===== config.mk =====
export PLATFORM = sky130hd
export DESIGN_NAME = sfp_spi
export DESIGN_NICKNAME = d
export VERILOG_FILES = /design/src/logic/sfp_pkg.sv /design/src/logic/sfp_sync.sv /design/src/logic/sfp_spi.sv
export SDC_FILE = /design/constraint.sdc
export NUM_CORES = 1
export LEC_CHECK = 0
export CORE_ASPECT_RATIO = 1.1
export CORE_UTILIZATION = 30
export DETAILED_ROUTE_END_ITERATION = 8
export DONT_BUFFER_PORTS = 1
export PLACE_DENSITY = 0.41
export SLEW_MARGIN = 20
export SYNTH_ARGS = -nofsm -noshare
export SYNTH_HDL_FRONTEND = slang
export SYNTH_HIERARCHICAL = 1
export SYNTH_SLANG_ARGS = --single-unit

===== constraint.sdc =====
create_clock -name CLK_I -period 3.3 [get_ports CLK_I]
set_input_delay 0.66 -clock CLK_I [delete_from_list [all_inputs] [get_ports CLK_I]]
set_output_delay 0.66 -clock CLK_I [all_outputs]
set_load 0.05 [all_outputs]

===== src/logic/sfp_pkg.sv =====
// package: register offsets, field positions, reset values and the bits-per-byte count
package sfp_pkg;
    localparam logic [1:0] OFF_DATA    = 2'h1;
    localparam logic [1:0] OFF_CTRL    = 2'h2;
    localparam logic [1:0] OFF_STAT    = 2'h3;
    localparam int         BIT_IRQ_EN  = 7;
    localparam int         BIT_PORT_EN = 6;
    localparam int         BIT_RATE_H  = 5;
    localparam int         BIT_CTRL_SEL = 4;
    localparam int         BIT_CLOCK_POLARITY    = 3;
    localparam int         BIT_CLOCK_PHASE    = 2;
    localparam int         BIT_DONE    = 7;
    localparam int         BIT_WRITE_COLLISION_FLAG    = 6;
    localparam int         BIT_OVR     = 5;
    localparam int         BIT_MODE_FAULT_FLAG    = 4;
    localparam int         BIT_OUT_DIS = 2;
    localparam int         BIT_SEL_SRC = 1;
    localparam int         BIT_SW_SEL  = 0;
    localparam logic [7:0] CTRL_RESET  = 8'h00;
    localparam logic [7:0] STAT_RESET  = 8'h00;
    localparam logic [7:0] DATA_RESET  = 8'h00;
    localparam int         BITS_PER_BYTE = 8;
endpackage


===== src/logic/sfp_sync.sv =====
// two-flop synchroniser for pin inputs
`timescale 1ns/1ns
`default_nettype none
module sfp_sync #(
    parameter int  WIDTH = 1
) (
    input  wire logic             clk_i,
    input  wire logic             reset_n_i,
    input  wire logic [WIDTH-1:0] d_i,
    input  wire logic [WIDTH-1:0] init_i,
    output logic      [WIDTH-1:0] q_o
);
    logic [WIDTH-1:0] stage1;
    always_ff @(posedge clk_i or negedge reset_n_i) begin
        if (!reset_n_i) begin
            stage1 <= '1;
            q_o    <= '1;
        end else begin
            stage1 <= d_i;
            q_o    <= stage1;
        end
    end
    logic unused_init;
    assign unused_init = |init_i;
endmodule
`default_nettype wire


===== src/logic/sfp_spi.sv =====
// serial port core: controller/target shifter, error flags, sleep handling
// How it works
// - polarity and phase pick one of four timings and the capture edge.
// - select low in controller mode sets mode fault, interrupts if enabled.
// - mode fault clears port enable, releasing all serial outputs.
// - mode fault clears controller select, forcing target mode.
// - mode fault clears on status read while set, then control write.
// - while mode fault set and not yet seen in a status read, writes setting enable or controller are refused.
// - byte done while done flag set raises overrun and interrupt.
// - receive buffer keeps first byte after done cleared; later ones dropped.
// - status register read clears overrun.
// - data write during transfer is ignored and sets write collision.
// - write collision never raises an interrupt.
// - received bytes land in a buffer read synchronously.
// - in light sleep the port runs and events wake the processor.
// - in deep stop registers freeze; an allowed wake event resumes it.
// - target done wakes deep stop; fault and overrun do not.
// - deep-stop wake works with internal select low or high on entry.
// - done, fault and overrun share one interrupt, gated by enable and global mask.
// - control bits 7..0 as laid out; upper four reset to zero.
// - phase 0 captures on first edge, phase 1 on second.
// - done sets at byte end; clears on status access then data access.
// - software select mode uses the select level bit instead of pin.
//
// The placing of the registers and the strobed register port are this design's own decisions.
`timescale 1ns/1ns
`default_nettype none
module sfp_spi (
    input  wire logic       CLK_I,
    input  wire logic       RESET_N_I,
    input  wire logic [1:0] ADDR_I,
    input  wire logic [7:0] WDATA_I,
    input  wire logic       WR_I,
    input  wire logic       RD_I,
    output logic      [7:0] RDATA_O,
    input  wire logic       SCK_I,
    output logic            SCK_O,
    output logic            SCK_OE_O,
    input  wire logic       MOSI_I,
    output logic            MOSI_O,
    output logic            MOSI_OE_O,
    input  wire logic       MISO_I,
    output logic            MISO_O,
    output logic            MISO_OE_O,
    input  wire logic       SEL_N_I,
    input  wire logic       GLOBAL_MASK_I,
    input  wire logic       DEEP_STOP_I,
    output logic            IRQ_O,
    output logic            WAKE_O
);
    typedef enum logic [2:0] {
        SFP_IDLE  = 3'b001,
        SFP_SHIFT = 3'b010,
        SFP_DONE  = 3'b100
    } sfp_state_e;

    logic [7:0] ctrl;
    logic [7:0] stat;
    logic [7:0] shifter;
    logic [7:0] rx_buf;
    logic [3:0] edge_cnt;
    logic [6:0] div_cnt;
    logic       mode_fault_flag_armed;
    logic       done_armed;
    logic       sck_int;
    logic       halted;
    sfp_state_e state;
    logic [3:0] pins_s;
    logic       sck_prev;
    logic       sel_int;
    logic       busy;
    logic       sck_rise;
    logic       sck_fall;
    logic       lead_edge;
    logic       cap_edge;
    logic       master;
    logic       tick;
    logic       byte_end;
    logic       data_wr;
    logic       data_rd;
    logic       stat_rd;
    logic       ctrl_wr;
    logic       mode_fault_flag_set;
    logic [6:0] div_max;
    logic       cap_bit;
    logic       stat_access;

    sfp_sync #(
        .WIDTH (4)
    ) u_sync (
        .clk_i     (CLK_I),
        .reset_n_i (RESET_N_I),
        .d_i       ({SCK_I, SEL_N_I, MISO_I, MOSI_I}),
        .init_i    (4'hF),
        .q_o       (pins_s)
    );

    assign master      = ctrl[sfp_pkg::BIT_CTRL_SEL];
    assign sel_int     = stat[sfp_pkg::BIT_SEL_SRC] ? stat[sfp_pkg::BIT_SW_SEL] : pins_s[2];
    assign busy        = (state == SFP_SHIFT);
    assign data_wr     = WR_I && ADDR_I == sfp_pkg::OFF_DATA && !halted;
    assign data_rd     = RD_I && ADDR_I == sfp_pkg::OFF_DATA && !halted;
    assign stat_rd     = RD_I && ADDR_I == sfp_pkg::OFF_STAT && !halted;
    assign stat_access = (RD_I || WR_I) && ADDR_I == sfp_pkg::OFF_STAT && !halted;
    assign ctrl_wr     = WR_I && ADDR_I == sfp_pkg::OFF_CTRL && !halted;
    // controller with select low is a fault
    assign mode_fault_flag_set    = master && ctrl[sfp_pkg::BIT_PORT_EN] && !sel_int && !halted;

    // rate: rate_bit_high=1 removes the divide-by-2 for rate selects 00 and 10 only
    always_comb begin
        case ({ctrl[1], ctrl[0]})
            2'b00:   div_max = ctrl[sfp_pkg::BIT_RATE_H] ? 7'h01 : 7'h03;
            2'b01:   div_max = 7'h07;
            2'b10:   div_max = ctrl[sfp_pkg::BIT_RATE_H] ? 7'h0F : 7'h1F;
            default: div_max = 7'h3F;
        endcase
    end

    // edge detection on the internal or sampled clock
    assign sck_rise  = master ? (tick && !sck_int) : (pins_s[3] && !sck_prev);
    assign sck_fall  = master ? (tick && sck_int) : (!pins_s[3] && sck_prev);
    assign lead_edge = ctrl[sfp_pkg::BIT_CLOCK_POLARITY] ? sck_fall : sck_rise;
    // phase 0 captures on leading edge, phase 1 on trailing edge
    assign cap_edge  = ctrl[sfp_pkg::BIT_CLOCK_PHASE] ? (sck_rise || sck_fall) && !lead_edge : lead_edge;
    assign cap_bit   = master ? pins_s[1] : pins_s[0];
    assign tick      = master && busy && div_cnt == div_max;
    // last capture is edge 14 for phase 0 and edge 15 for phase 1
    assign byte_end  = busy && cap_edge && edge_cnt == 4'(2 * sfp_pkg::BITS_PER_BYTE - 2 + ctrl[sfp_pkg::BIT_CLOCK_PHASE]);

    always_ff @(posedge CLK_I or negedge RESET_N_I) begin
        if (!RESET_N_I) begin
            sck_prev <= 1'b1;
        end else begin
            sck_prev <= pins_s[3];
        end
    end

    // deep stop freezes registers; enters only on clock edge
    always_ff @(posedge CLK_I or negedge RESET_N_I) begin
        if (!RESET_N_I) begin
            halted <= 1'b0;
        end else begin
            halted <= DEEP_STOP_I && !WAKE_O;
        end
    end

    // control register
    always_ff @(posedge CLK_I or negedge RESET_N_I) begin
        if (!RESET_N_I) begin
            ctrl <= sfp_pkg::CTRL_RESET;
        end else if (mode_fault_flag_set) begin
            ctrl[sfp_pkg::BIT_PORT_EN]  <= 1'b0;
            ctrl[sfp_pkg::BIT_CTRL_SEL] <= 1'b0;
        end else if (ctrl_wr) begin
            ctrl <= WDATA_I;
            if (stat[sfp_pkg::BIT_MODE_FAULT_FLAG] && !mode_fault_flag_armed) begin
                ctrl[sfp_pkg::BIT_PORT_EN]  <= 1'b0;
                ctrl[sfp_pkg::BIT_CTRL_SEL] <= 1'b0;
            end
        end
    end

    // status register; set wins over clear
    always_ff @(posedge CLK_I or negedge RESET_N_I) begin
        if (!RESET_N_I) begin
            stat       <= sfp_pkg::STAT_RESET;
            mode_fault_flag_armed <= 1'b0;
            done_armed <= 1'b0;
        end else if (!halted || byte_end) begin
            if (stat_rd && stat[sfp_pkg::BIT_MODE_FAULT_FLAG]) begin
                mode_fault_flag_armed <= 1'b1;
            end else if (ctrl_wr) begin
                mode_fault_flag_armed <= 1'b0;
            end
            if (mode_fault_flag_set) begin
                stat[sfp_pkg::BIT_MODE_FAULT_FLAG] <= 1'b1;
            end else if (ctrl_wr && mode_fault_flag_armed) begin
                stat[sfp_pkg::BIT_MODE_FAULT_FLAG] <= 1'b0;
            end
            if (stat_access && stat[sfp_pkg::BIT_DONE]) begin
                done_armed <= 1'b1;
            end else if (data_rd || data_wr) begin
                done_armed <= 1'b0;
            end
            if (byte_end) begin
                stat[sfp_pkg::BIT_DONE] <= 1'b1;
            end else if ((data_rd || data_wr) && done_armed) begin
                stat[sfp_pkg::BIT_DONE] <= 1'b0;
            end
            if (byte_end && stat[sfp_pkg::BIT_DONE]) begin
                stat[sfp_pkg::BIT_OVR] <= 1'b1;
            end else if (stat_rd) begin
                stat[sfp_pkg::BIT_OVR] <= 1'b0;
            end
            if (data_wr && (busy || (stat[sfp_pkg::BIT_DONE] && !done_armed))) begin
                stat[sfp_pkg::BIT_WRITE_COLLISION_FLAG] <= 1'b1;
            end else if ((data_rd || data_wr) && stat_access == 1'b0 && done_armed) begin
                stat[sfp_pkg::BIT_WRITE_COLLISION_FLAG] <= 1'b0;
            end
            if (WR_I && ADDR_I == sfp_pkg::OFF_STAT && !halted) begin
                stat[2:0] <= WDATA_I[2:0];
            end
            stat[3] <= 1'b0;
        end
    end

    // shift engine; byte_end may run in deep stop to allow target wake
    always_ff @(posedge CLK_I or negedge RESET_N_I) begin
        if (!RESET_N_I) begin
            state    <= SFP_IDLE;
            shifter  <= sfp_pkg::DATA_RESET;
            edge_cnt <= 4'h0;
            div_cnt  <= 7'h00;
            sck_int  <= 1'b0;
        end else if (!ctrl[sfp_pkg::BIT_PORT_EN]) begin
            state   <= SFP_IDLE;
            sck_int <= ctrl[sfp_pkg::BIT_CLOCK_POLARITY];
        end else begin
            case (state)
                SFP_IDLE: begin
                    sck_int  <= ctrl[sfp_pkg::BIT_CLOCK_POLARITY];
                    edge_cnt <= 4'h0;
                    div_cnt  <= 7'h00;
                    if (data_wr && !(stat[sfp_pkg::BIT_DONE] && !done_armed)) begin
                        shifter <= WDATA_I;
                        state   <= master ? SFP_SHIFT : SFP_IDLE;
                    end
                    if (!master && !sel_int) begin
                        state <= SFP_SHIFT;
                    end
                end
                SFP_SHIFT: begin
                    div_cnt <= tick ? 7'h00 : 7'(div_cnt + 7'h01);
                    if (tick) begin
                        sck_int <= !sck_int;
                    end
                    if (sck_rise || sck_fall) begin
                        edge_cnt <= 4'(edge_cnt + 4'h1);
                    end
                    if (cap_edge) begin
                        shifter <= {shifter[6:0], cap_bit};
                    end
                    // frame ends on the sixteenth edge so a trailing edge is never counted twice
                    if ((sck_rise || sck_fall) && edge_cnt == 4'(2 * sfp_pkg::BITS_PER_BYTE - 1)) begin
                        state <= SFP_DONE;
                    end
                    if (!master && sel_int) begin
                        state <= SFP_IDLE;
                    end
                end
                SFP_DONE: begin
                    sck_int <= ctrl[sfp_pkg::BIT_CLOCK_POLARITY];
                    state   <= (!master && !sel_int && ctrl[sfp_pkg::BIT_CLOCK_PHASE]) ? SFP_SHIFT : SFP_IDLE;
                    edge_cnt <= 4'h0;
                end
                default: begin
                    state <= SFP_IDLE;
                end
            endcase
        end
    end

    // receive buffer holds first byte since done was cleared
    always_ff @(posedge CLK_I or negedge RESET_N_I) begin
        if (!RESET_N_I) begin
            rx_buf <= sfp_pkg::DATA_RESET;
        end else if (byte_end && !stat[sfp_pkg::BIT_DONE]) begin
            rx_buf <= {shifter[6:0], cap_bit};
        end
    end

    // read data, one cycle after the strobe
    always_ff @(posedge CLK_I or negedge RESET_N_I) begin
        if (!RESET_N_I) begin
            RDATA_O <= 8'h00;
        end else if (RD_I) begin
            case (ADDR_I)
                sfp_pkg::OFF_DATA: RDATA_O <= rx_buf;
                sfp_pkg::OFF_CTRL: RDATA_O <= ctrl;
                sfp_pkg::OFF_STAT: RDATA_O <= stat;
                default:           RDATA_O <= 8'h00;
            endcase
        end else begin
            RDATA_O <= 8'h00;
        end
    end

    // pins: outputs enabled only with port enable
    always_ff @(posedge CLK_I or negedge RESET_N_I) begin
        if (!RESET_N_I) begin
            SCK_O     <= 1'b0;
            SCK_OE_O  <= 1'b0;
            MOSI_O    <= 1'b0;
            MOSI_OE_O <= 1'b0;
            MISO_O    <= 1'b0;
            MISO_OE_O <= 1'b0;
        end else begin
            SCK_O     <= sck_int;
            SCK_OE_O  <= ctrl[sfp_pkg::BIT_PORT_EN] && master && !mode_fault_flag_set;
            MOSI_O    <= shifter[7];
            MOSI_OE_O <= ctrl[sfp_pkg::BIT_PORT_EN] && master && !mode_fault_flag_set && !stat[sfp_pkg::BIT_OUT_DIS];
            MISO_O    <= shifter[7];
            MISO_OE_O <= ctrl[sfp_pkg::BIT_PORT_EN] && !master && !sel_int && !stat[sfp_pkg::BIT_OUT_DIS];
        end
    end

    // one shared interrupt; write collision excluded; wake only on target done
    always_ff @(posedge CLK_I or negedge RESET_N_I) begin
        if (!RESET_N_I) begin
            IRQ_O  <= 1'b0;
            WAKE_O <= 1'b0;
        end else begin
            IRQ_O  <= ctrl[sfp_pkg::BIT_IRQ_EN] && !GLOBAL_MASK_I
                      && (stat[sfp_pkg::BIT_DONE] || stat[sfp_pkg::BIT_MODE_FAULT_FLAG] || stat[sfp_pkg::BIT_OVR]);
            WAKE_O <= halted && !master && ctrl[sfp_pkg::BIT_IRQ_EN] && byte_end;
        end
    end

    AST_MODE_FAULT_FLAG_DROPS_EN: assert property (@(posedge CLK_I) disable iff (!RESET_N_I)
        mode_fault_flag_set |=> !ctrl[sfp_pkg::BIT_PORT_EN] && !ctrl[sfp_pkg::BIT_CTRL_SEL] && stat[sfp_pkg::BIT_MODE_FAULT_FLAG])
        else $error("mode fault did not clear enables");
    AST_OVR_ON_DONE: assert property (@(posedge CLK_I) disable iff (!RESET_N_I)
        byte_end && stat[sfp_pkg::BIT_DONE] && !halted |=> stat[sfp_pkg::BIT_OVR])
        else $error("overrun not flagged");
    AST_BUF_KEPT: assert property (@(posedge CLK_I) disable iff (!RESET_N_I)
        stat[sfp_pkg::BIT_DONE] |=> $stable(rx_buf))
        else $error("buffer overwritten");
    AST_WRITE_COLLISION_FLAG: assert property (@(posedge CLK_I) disable iff (!RESET_N_I)
        data_wr && busy |=> stat[sfp_pkg::BIT_WRITE_COLLISION_FLAG] && ($stable(shifter) || $past(cap_edge)))
        else $error("collision not flagged");
    AST_IRQ_GATE: assert property (@(posedge CLK_I) disable iff (!RESET_N_I)
        !ctrl[sfp_pkg::BIT_IRQ_EN] ##1 !ctrl[sfp_pkg::BIT_IRQ_EN] |-> !IRQ_O)
        else $error("irq without enable");
    AST_OVR_CLR: assert property (@(posedge CLK_I) disable iff (!RESET_N_I)
        stat_rd && !byte_end |=> !stat[sfp_pkg::BIT_OVR])
        else $error("overrun not cleared");
    AST_MODE_FAULT_FLAG_HOLD: assert property (@(posedge CLK_I) disable iff (!RESET_N_I)
        stat[sfp_pkg::BIT_MODE_FAULT_FLAG] && !mode_fault_flag_armed |=> stat[sfp_pkg::BIT_MODE_FAULT_FLAG])
        else $error("mode fault cleared early");
    AST_OE_OFF: assert property (@(posedge CLK_I) disable iff (!RESET_N_I)
        !ctrl[sfp_pkg::BIT_PORT_EN] |=> !SCK_OE_O && !MOSI_OE_O && !MISO_OE_O)
        else $error("outputs driven while disabled");
    COV_BYTE: cover property (@(posedge CLK_I) byte_end);
    COV_OVR: cover property (@(posedge CLK_I) stat[sfp_pkg::BIT_OVR]);
    COV_MODE_FAULT_FLAG: cover property (@(posedge CLK_I) mode_fault_flag_set);
endmodule
`default_nettype wire


# Yosys cells after proc, flatten, opt, wreduce, memory -nomap -nowiden
# Cells that the tools add are included.
[classes]
add_sub_neg = 3
n_eq_ne = 18
n_reduce_logical = 97
mux = 46
n_bitwise = 2
[op_table]
columns = ["op", "count"]
rows = [
  ["1-bit logical AND", 51],
  ["1-bit 2-to-1 mux", 24],
  ["8-bit 2-to-1 mux", 3],
  ["8-bit case mux with 3 select lines", 1],
  ["2-bit AND reduction", 11],
  ["6-bit case mux with 3 select lines", 1],
  ["2-bit nonzero test", 9],
  ["8-bit case mux with 2 select lines", 1],
  ["1-bit zero test", 15],
  ["3-bit 2-to-1 mux", 5],
  ["7-bit 2-to-1 mux", 2],
  ["7-bit case mux with 2 select lines", 1],
  ["3-bit case mux with 3 select lines", 1],
  ["4-bit case mux with 2 select lines", 1],
  ["7-bit by 1-bit adder with 7-bit output (second input constant)", 1],
  ["7-bit == test", 1],
  ["1-bit logical OR", 7],
  ["2-bit == test (second input constant)", 3],
  ["2-bit 2-to-1 mux", 3],
  ["3-bit by 2-bit != test with 1-bit output (second input constant)", 2],
  ["5-bit 2-to-1 mux", 1],
  ["4-bit by 1-bit adder with 4-bit output (first input constant)", 1],
  ["4-bit by 1-bit adder with 4-bit output (second input constant)", 1],
  ["2-bit by 1-bit == test with 1-bit output (second input constant)", 2],
  ["16 further kinds", 18],
]
[word_totals]
word_cells = 193
reg_bits = 73
inputBits = 20

# Depth between registers and ports, before layout
[depth]
ltp_word = 15
mapped_depth = 8

# Cells and area by module
# The synthesis kept the hierarchy.
[by_module_without_submodules]
columns = ["mod", "area_each_um2", "cells_per_inst", "instances"]
rows = [
  ["sfp_spi", 3311.9, 310, 1],
  ["sfp_sync", 210.2, 8, 1],
]

# Worst setup path before layout
# Ideal clock, no wire load.
[synth_path]
path_kind = "register -> register"
start = "reg ctrl[0]"
end = "reg rx_buf[0]"
setup_ps = 125
n_path_buf = 0
path_stages_with_launch = 9
path_slack_ps = 756
arrival_time_ps = 2419
synth_period_minus_slack_ps = 2544
path_cell_list = "dfrtp_1 > inv_1 > ha_1 > nor2b_1 > or3_1 > a211oi_2 > a32oi_4 > nor3_4 > mux2_2"
[synth_between]
elab_chain_len = 13
word_cells_on_any_way = 18
classes_between = "eq/ne (3); mux (5); reduce/logical (10)"
[synth_rtl]
columns = ["item", "line_no", "rtl"]
rows = [
  ["from (decl)", "sfp_spi.sv:57", "logic [7:0] ctrl;"],
  ["from (signal assigned)", "sfp_spi.sv:150", "ctrl <= sfp_pkg::CTRL_RESET;"],
  ["2-bit == test, or another cell as far along", "sfp_spi.sv:111", "case ({ctrl[1], ctrl[0]})"],
  ["6-bit case mux with 3 select lines *", "sfp_spi.sv:111", ""],
  ["7-bit == test *", "sfp_spi.sv:126", "assign tick = master && busy && div_cnt == div_max;"],
  ["1-bit logical AND *", "sfp_spi.sv:126", ""],
  ["1-bit logical AND (on tied branches)", "sfp_spi.sv:120, sfp_spi.sv:121", ""],
  ["1-bit 2-to-1 mux (on tied branches)", "sfp_spi.sv:120, sfp_spi.sv:121", ""],
  ["1-bit 2-to-1 mux", "sfp_spi.sv:122", "assign lead_edge = ctrl[sfp_pkg::BIT_CLOCK_POLARITY] ? sck_fall : sck_rise;"],
  ["1-bit zero test", "sfp_spi.sv:124", "assign cap_edge = ctrl[sfp_pkg::BIT_CLOCK_PHASE] ? (sck_rise || sck_fall) && !lead_edge : lead_edge;"],
  ["1-bit logical AND", "sfp_spi.sv:124", ""],
  ["1-bit 2-to-1 mux *", "sfp_spi.sv:124", ""],
  ["1-bit logical AND * (2 in series)", "sfp_spi.sv:128", "assign byte_end = busy && cap_edge && edge_cnt == 4'(2 * sfp_pkg::BITS_PER_BYTE - 2 + ctrl[sfp_pkg::BIT_CLOCK_ ..."],
  ["1-bit logical AND *", "sfp_spi.sv:267", "end else if (byte_end && !stat[sfp_pkg::BIT_DONE]) begin"],
  ["to (signal assigned)", "sfp_spi.sv:266", "rx_buf <= sfp_pkg::DATA_RESET;"],
  ["to (signal assigned)", "sfp_spi.sv:268", "rx_buf <= {shifter[6:0], cap_bit};"],
  ["to (decl)", "sfp_spi.sv:60", "logic [7:0] rx_buf;"],
]
# Mark *: on every way between the ends. The rest lies on a longest branch, timed or not.
# A chain may end at the register's enable or synchronous reset.

# Worst setup path after layout
# Same ends and word-level chain as after synthesis.

==> flow_metrics.tcl <==
set metrics [dict create \
    dieHeight_um 116 \
    period_share 0.803 \
    gp_congestion 0.746 \
    drv_cap 0 \
    cts_tree "built" \
    cp.required_ns 3.52 \
    wl_mm 8.93 \
    crit_buf_inv 2 \
    first_pass_iters 4 \
    cp_data_arrival_time_ns 2.87 \
    finalNetCount 344 \
    rr_startpoint "ctrl[0]$_DFFE_PN0P_" \
    setup_violations 0 \
    worstSetupStartpoint "ctrl[0]$_DFFE_PN0P_" \
    path_class "register to register" \
    n_fill_cell 1157 \
    die_x_um 105 \
    postCtsSetupRepairBufs 0 \
    crit_chain "inv_1, ha_1, nor2b_1, or3_1, a211oi_2, buf_4, a32oi_4, nor3_4, mux2_2" \
    clkLatencyLatePin_ns 0.34 \
    syn2layout_area_growth_pct 13.6 \
    syn_nets 342 \
    endpoint "rx_buf[0]$_DFFE_PN0P_" \
    postCtsHoldBufs 0 \
    syn_avg_cell_area_um2 11.1 \
    vias 2425 \
    core.rowCount 41 \
    grt_max_degree 74 \
    outcome "finished clean" \
    dp_hpwl_mm 6.42 \
    cts_buffer_depth 2 \
    ios 36 \
    drtIter0Drc 124 \
    port_buffers 0 \
    syn_area_um2 3520 \
    critical_path.max_stage_delay_ns 0.42 \
    critPathCaptureType "register" \
    placed_area_um2 3670 \
    cp_top_family "simple AND/OR/NAND/NOR gates" \
    fin_tns_setup_ns 0 \
    cts.sinks 73 \
    syn_inst 317 \
    hold_viol_final 0 \
    rr_worst_depth 9 \
    antenna_cells 0 \
    postLayoutCellArea_um2 4000 \
    initial_core_util 0.308 \
    crit_path_max_fanout 9 \
    dieArea_um2 12200 \
    overflow 0 \
    worst_pin_slew_ns 0.867 \
    drc_errors 0 \
    worst_path_max_delay_cell "nor3_4" \
    synth_warnings 6 \
    timing.hold.ws_ns 0.0217 \
    cp.depth 9 \
    grt_usage 0.160 \
    core_um2 11400 \
    p_per_area_nw_per_um2 704 \
    rsz0062_at_grt "false" \
    worstReg2RegEnd "rx_buf[0]$_DFFE_PN0P_" \
    rrSetupSlack_ns 0.65 \
    period_minus_slack_ns 2.65 \
    slew_headroom 0.422 \
    clk_pin_slew_worst_paths_ns 0.06 \
    clock_skew_ns 0.00932 \
    layout-drive-gt1-share 0.183 \
    antenna_found_initial 0 \
    wl_per_cell_um 18.9 \
    hp-class "input pin to asynchronous set/reset pin" \
    ctsHtreeMaxLevel 3 \
    cts_inserted_buffers 9 \
    worst_setup_path_start_kind "register" \
    fmax_mhz 377 \
    slew_violations 0 \
    grt_pass1_vias 2403 \
    cts_resized 0 \
    via_per_inst 5.13 \
    ir_worst_vdd_mv 0.351 \
    static-leakage-power_nw 1.66 \
    grt_pass1_wl_mm 14.2 \
    ant_nets 0 \
    clockRootBuffer "clkbuf_16" \
]
-- per-layer routing --
layer	wire, um	track usage	vias to the layer above
met2	4120	0.232	46
met4	212	0.0770	0
met3	274	0.0366	15
met5	0	0	-
li1	-	-	1152
met1	4320	0.224	1212
-- cell type report --
type,instances,area (um2),share of cell area
multi-input cells,224,1590,0.399
clock inverters,3,65.1,0.0163
well taps,150,188,0.0469
flip-flops and latches,73,1840,0.460
repair buffers,5,42.5,0.0106
clock buffers,12,246,0.0617
inverters,6,22.5,0.00563
-- cells in the final DEF (no fill, tap or decap), types with 4 or more instances in the layout --
master      n
a211o_1     4
nand2b_1   10
or3_1       4
nand3_1    11
mux2i_1     6
clkbuf_16   9
o32a_1      7
dfrtp_1    63
a21oi_1    10
nor3_1      5
dfstp_2    10
a22oi_1     8
mux2_2     23
nor2b_1    13
and3_1      5
ha_1        5
xnor2_1     5
xor2_1      5
a31oi_1     7
nor2_1     15
nand2_1    33
o21a_1      6
inv_1       6
o21ai_0    11
-- worst min path at each step --
stage | cells after the start | slack (ns) | to | startpoint
final | 0 | 0.02 | div_cnt[2]$_DFFE_PN0P_ | RESET_N_I
after global routing | 0 | 0.002 | stat[0]$_DFFE_PN0P_ | RESET_N_I
after CTS | 0 | 0.004 | div_cnt[0]$_DFFE_PN0P_ | RESET_N_I
after detailed placement | 0 | 0.35 | u_sync/q_o[1]$_DFF_PN1_ | u_sync/stage1[1]$_DFF_PN1_
after global placement | 0 | 0.35 | u_sync/q_o[1]$_DFF_PN1_ | u_sync/stage1[1]$_DFF_PN1_
after floorplan | 0 | 0.35 | u_sync/q_o[0]$_DFF_PN1_ | u_sync/stage1[0]$_DFF_PN1_
-- per-stage QoR --
| stage | utilization | std cells | power [mW] | setup slack (ns) |
|---|---|---|---|---|
| 6_report | 0.349 | 473 | 2.81 | 0.650 |
| 5_1_grt | 0.349 | 473 | 2.94 | 0.474 |
| 4_1_cts | 0.348 | 471 | 2.84 | 0.629 |
| 3_5_place_dp | 0.320 | 456 | 1.79 | 0.648 |
| 3_3_place_gp | 0.320 | 456 | 1.79 | 0.703 |
| 2_1_floorplan | - | 317 | 1.64 | 0.756 |
-- flip-flops by register name (all words and copies together) (netlist names) --
signal / cells
WAKE_O: 1
edge_cnt: 4
done_armed: 1
state: 3
RDATA_O: 8
halted: 1
u_sync/q_o: 4
sck_prev: 1
MISO_O: 1
SCK_O: 1
MOSI_OE_O: 1
MISO_OE_O: 1
ctrl: 8
div_cnt: 7
sck_int: 1
mode_fault_flag_armed: 1
rx_buf: 8
u_sync/stage1: 4
shifter: 8
IRQ_O: 1
SCK_OE_O: 1
stat: 7
-- power by group --
group	internal, mW	total (mW)	switching, mW	leakage [nW]
Clock	0.678	1.05	0.370	0.153
Sequential	1.03	1.28	0.249	0.927
Combinational	0.221	0.483	0.262	0.583
Total	1.93	2.81	0.882	1.66
-- worst register-to-register path: stages (launching register included) --
cell,delay (ns)
dfrtp_1,0.37
inv_1,0.08
ha_1,0.21
nor2b_1,0.14
or3_1,0.32
a211oi_2,0.23
buf_4,0.18
a32oi_4,0.19
nor3_4,0.43
mux2_2,0.39
Power figures use the tool's default switching activity.
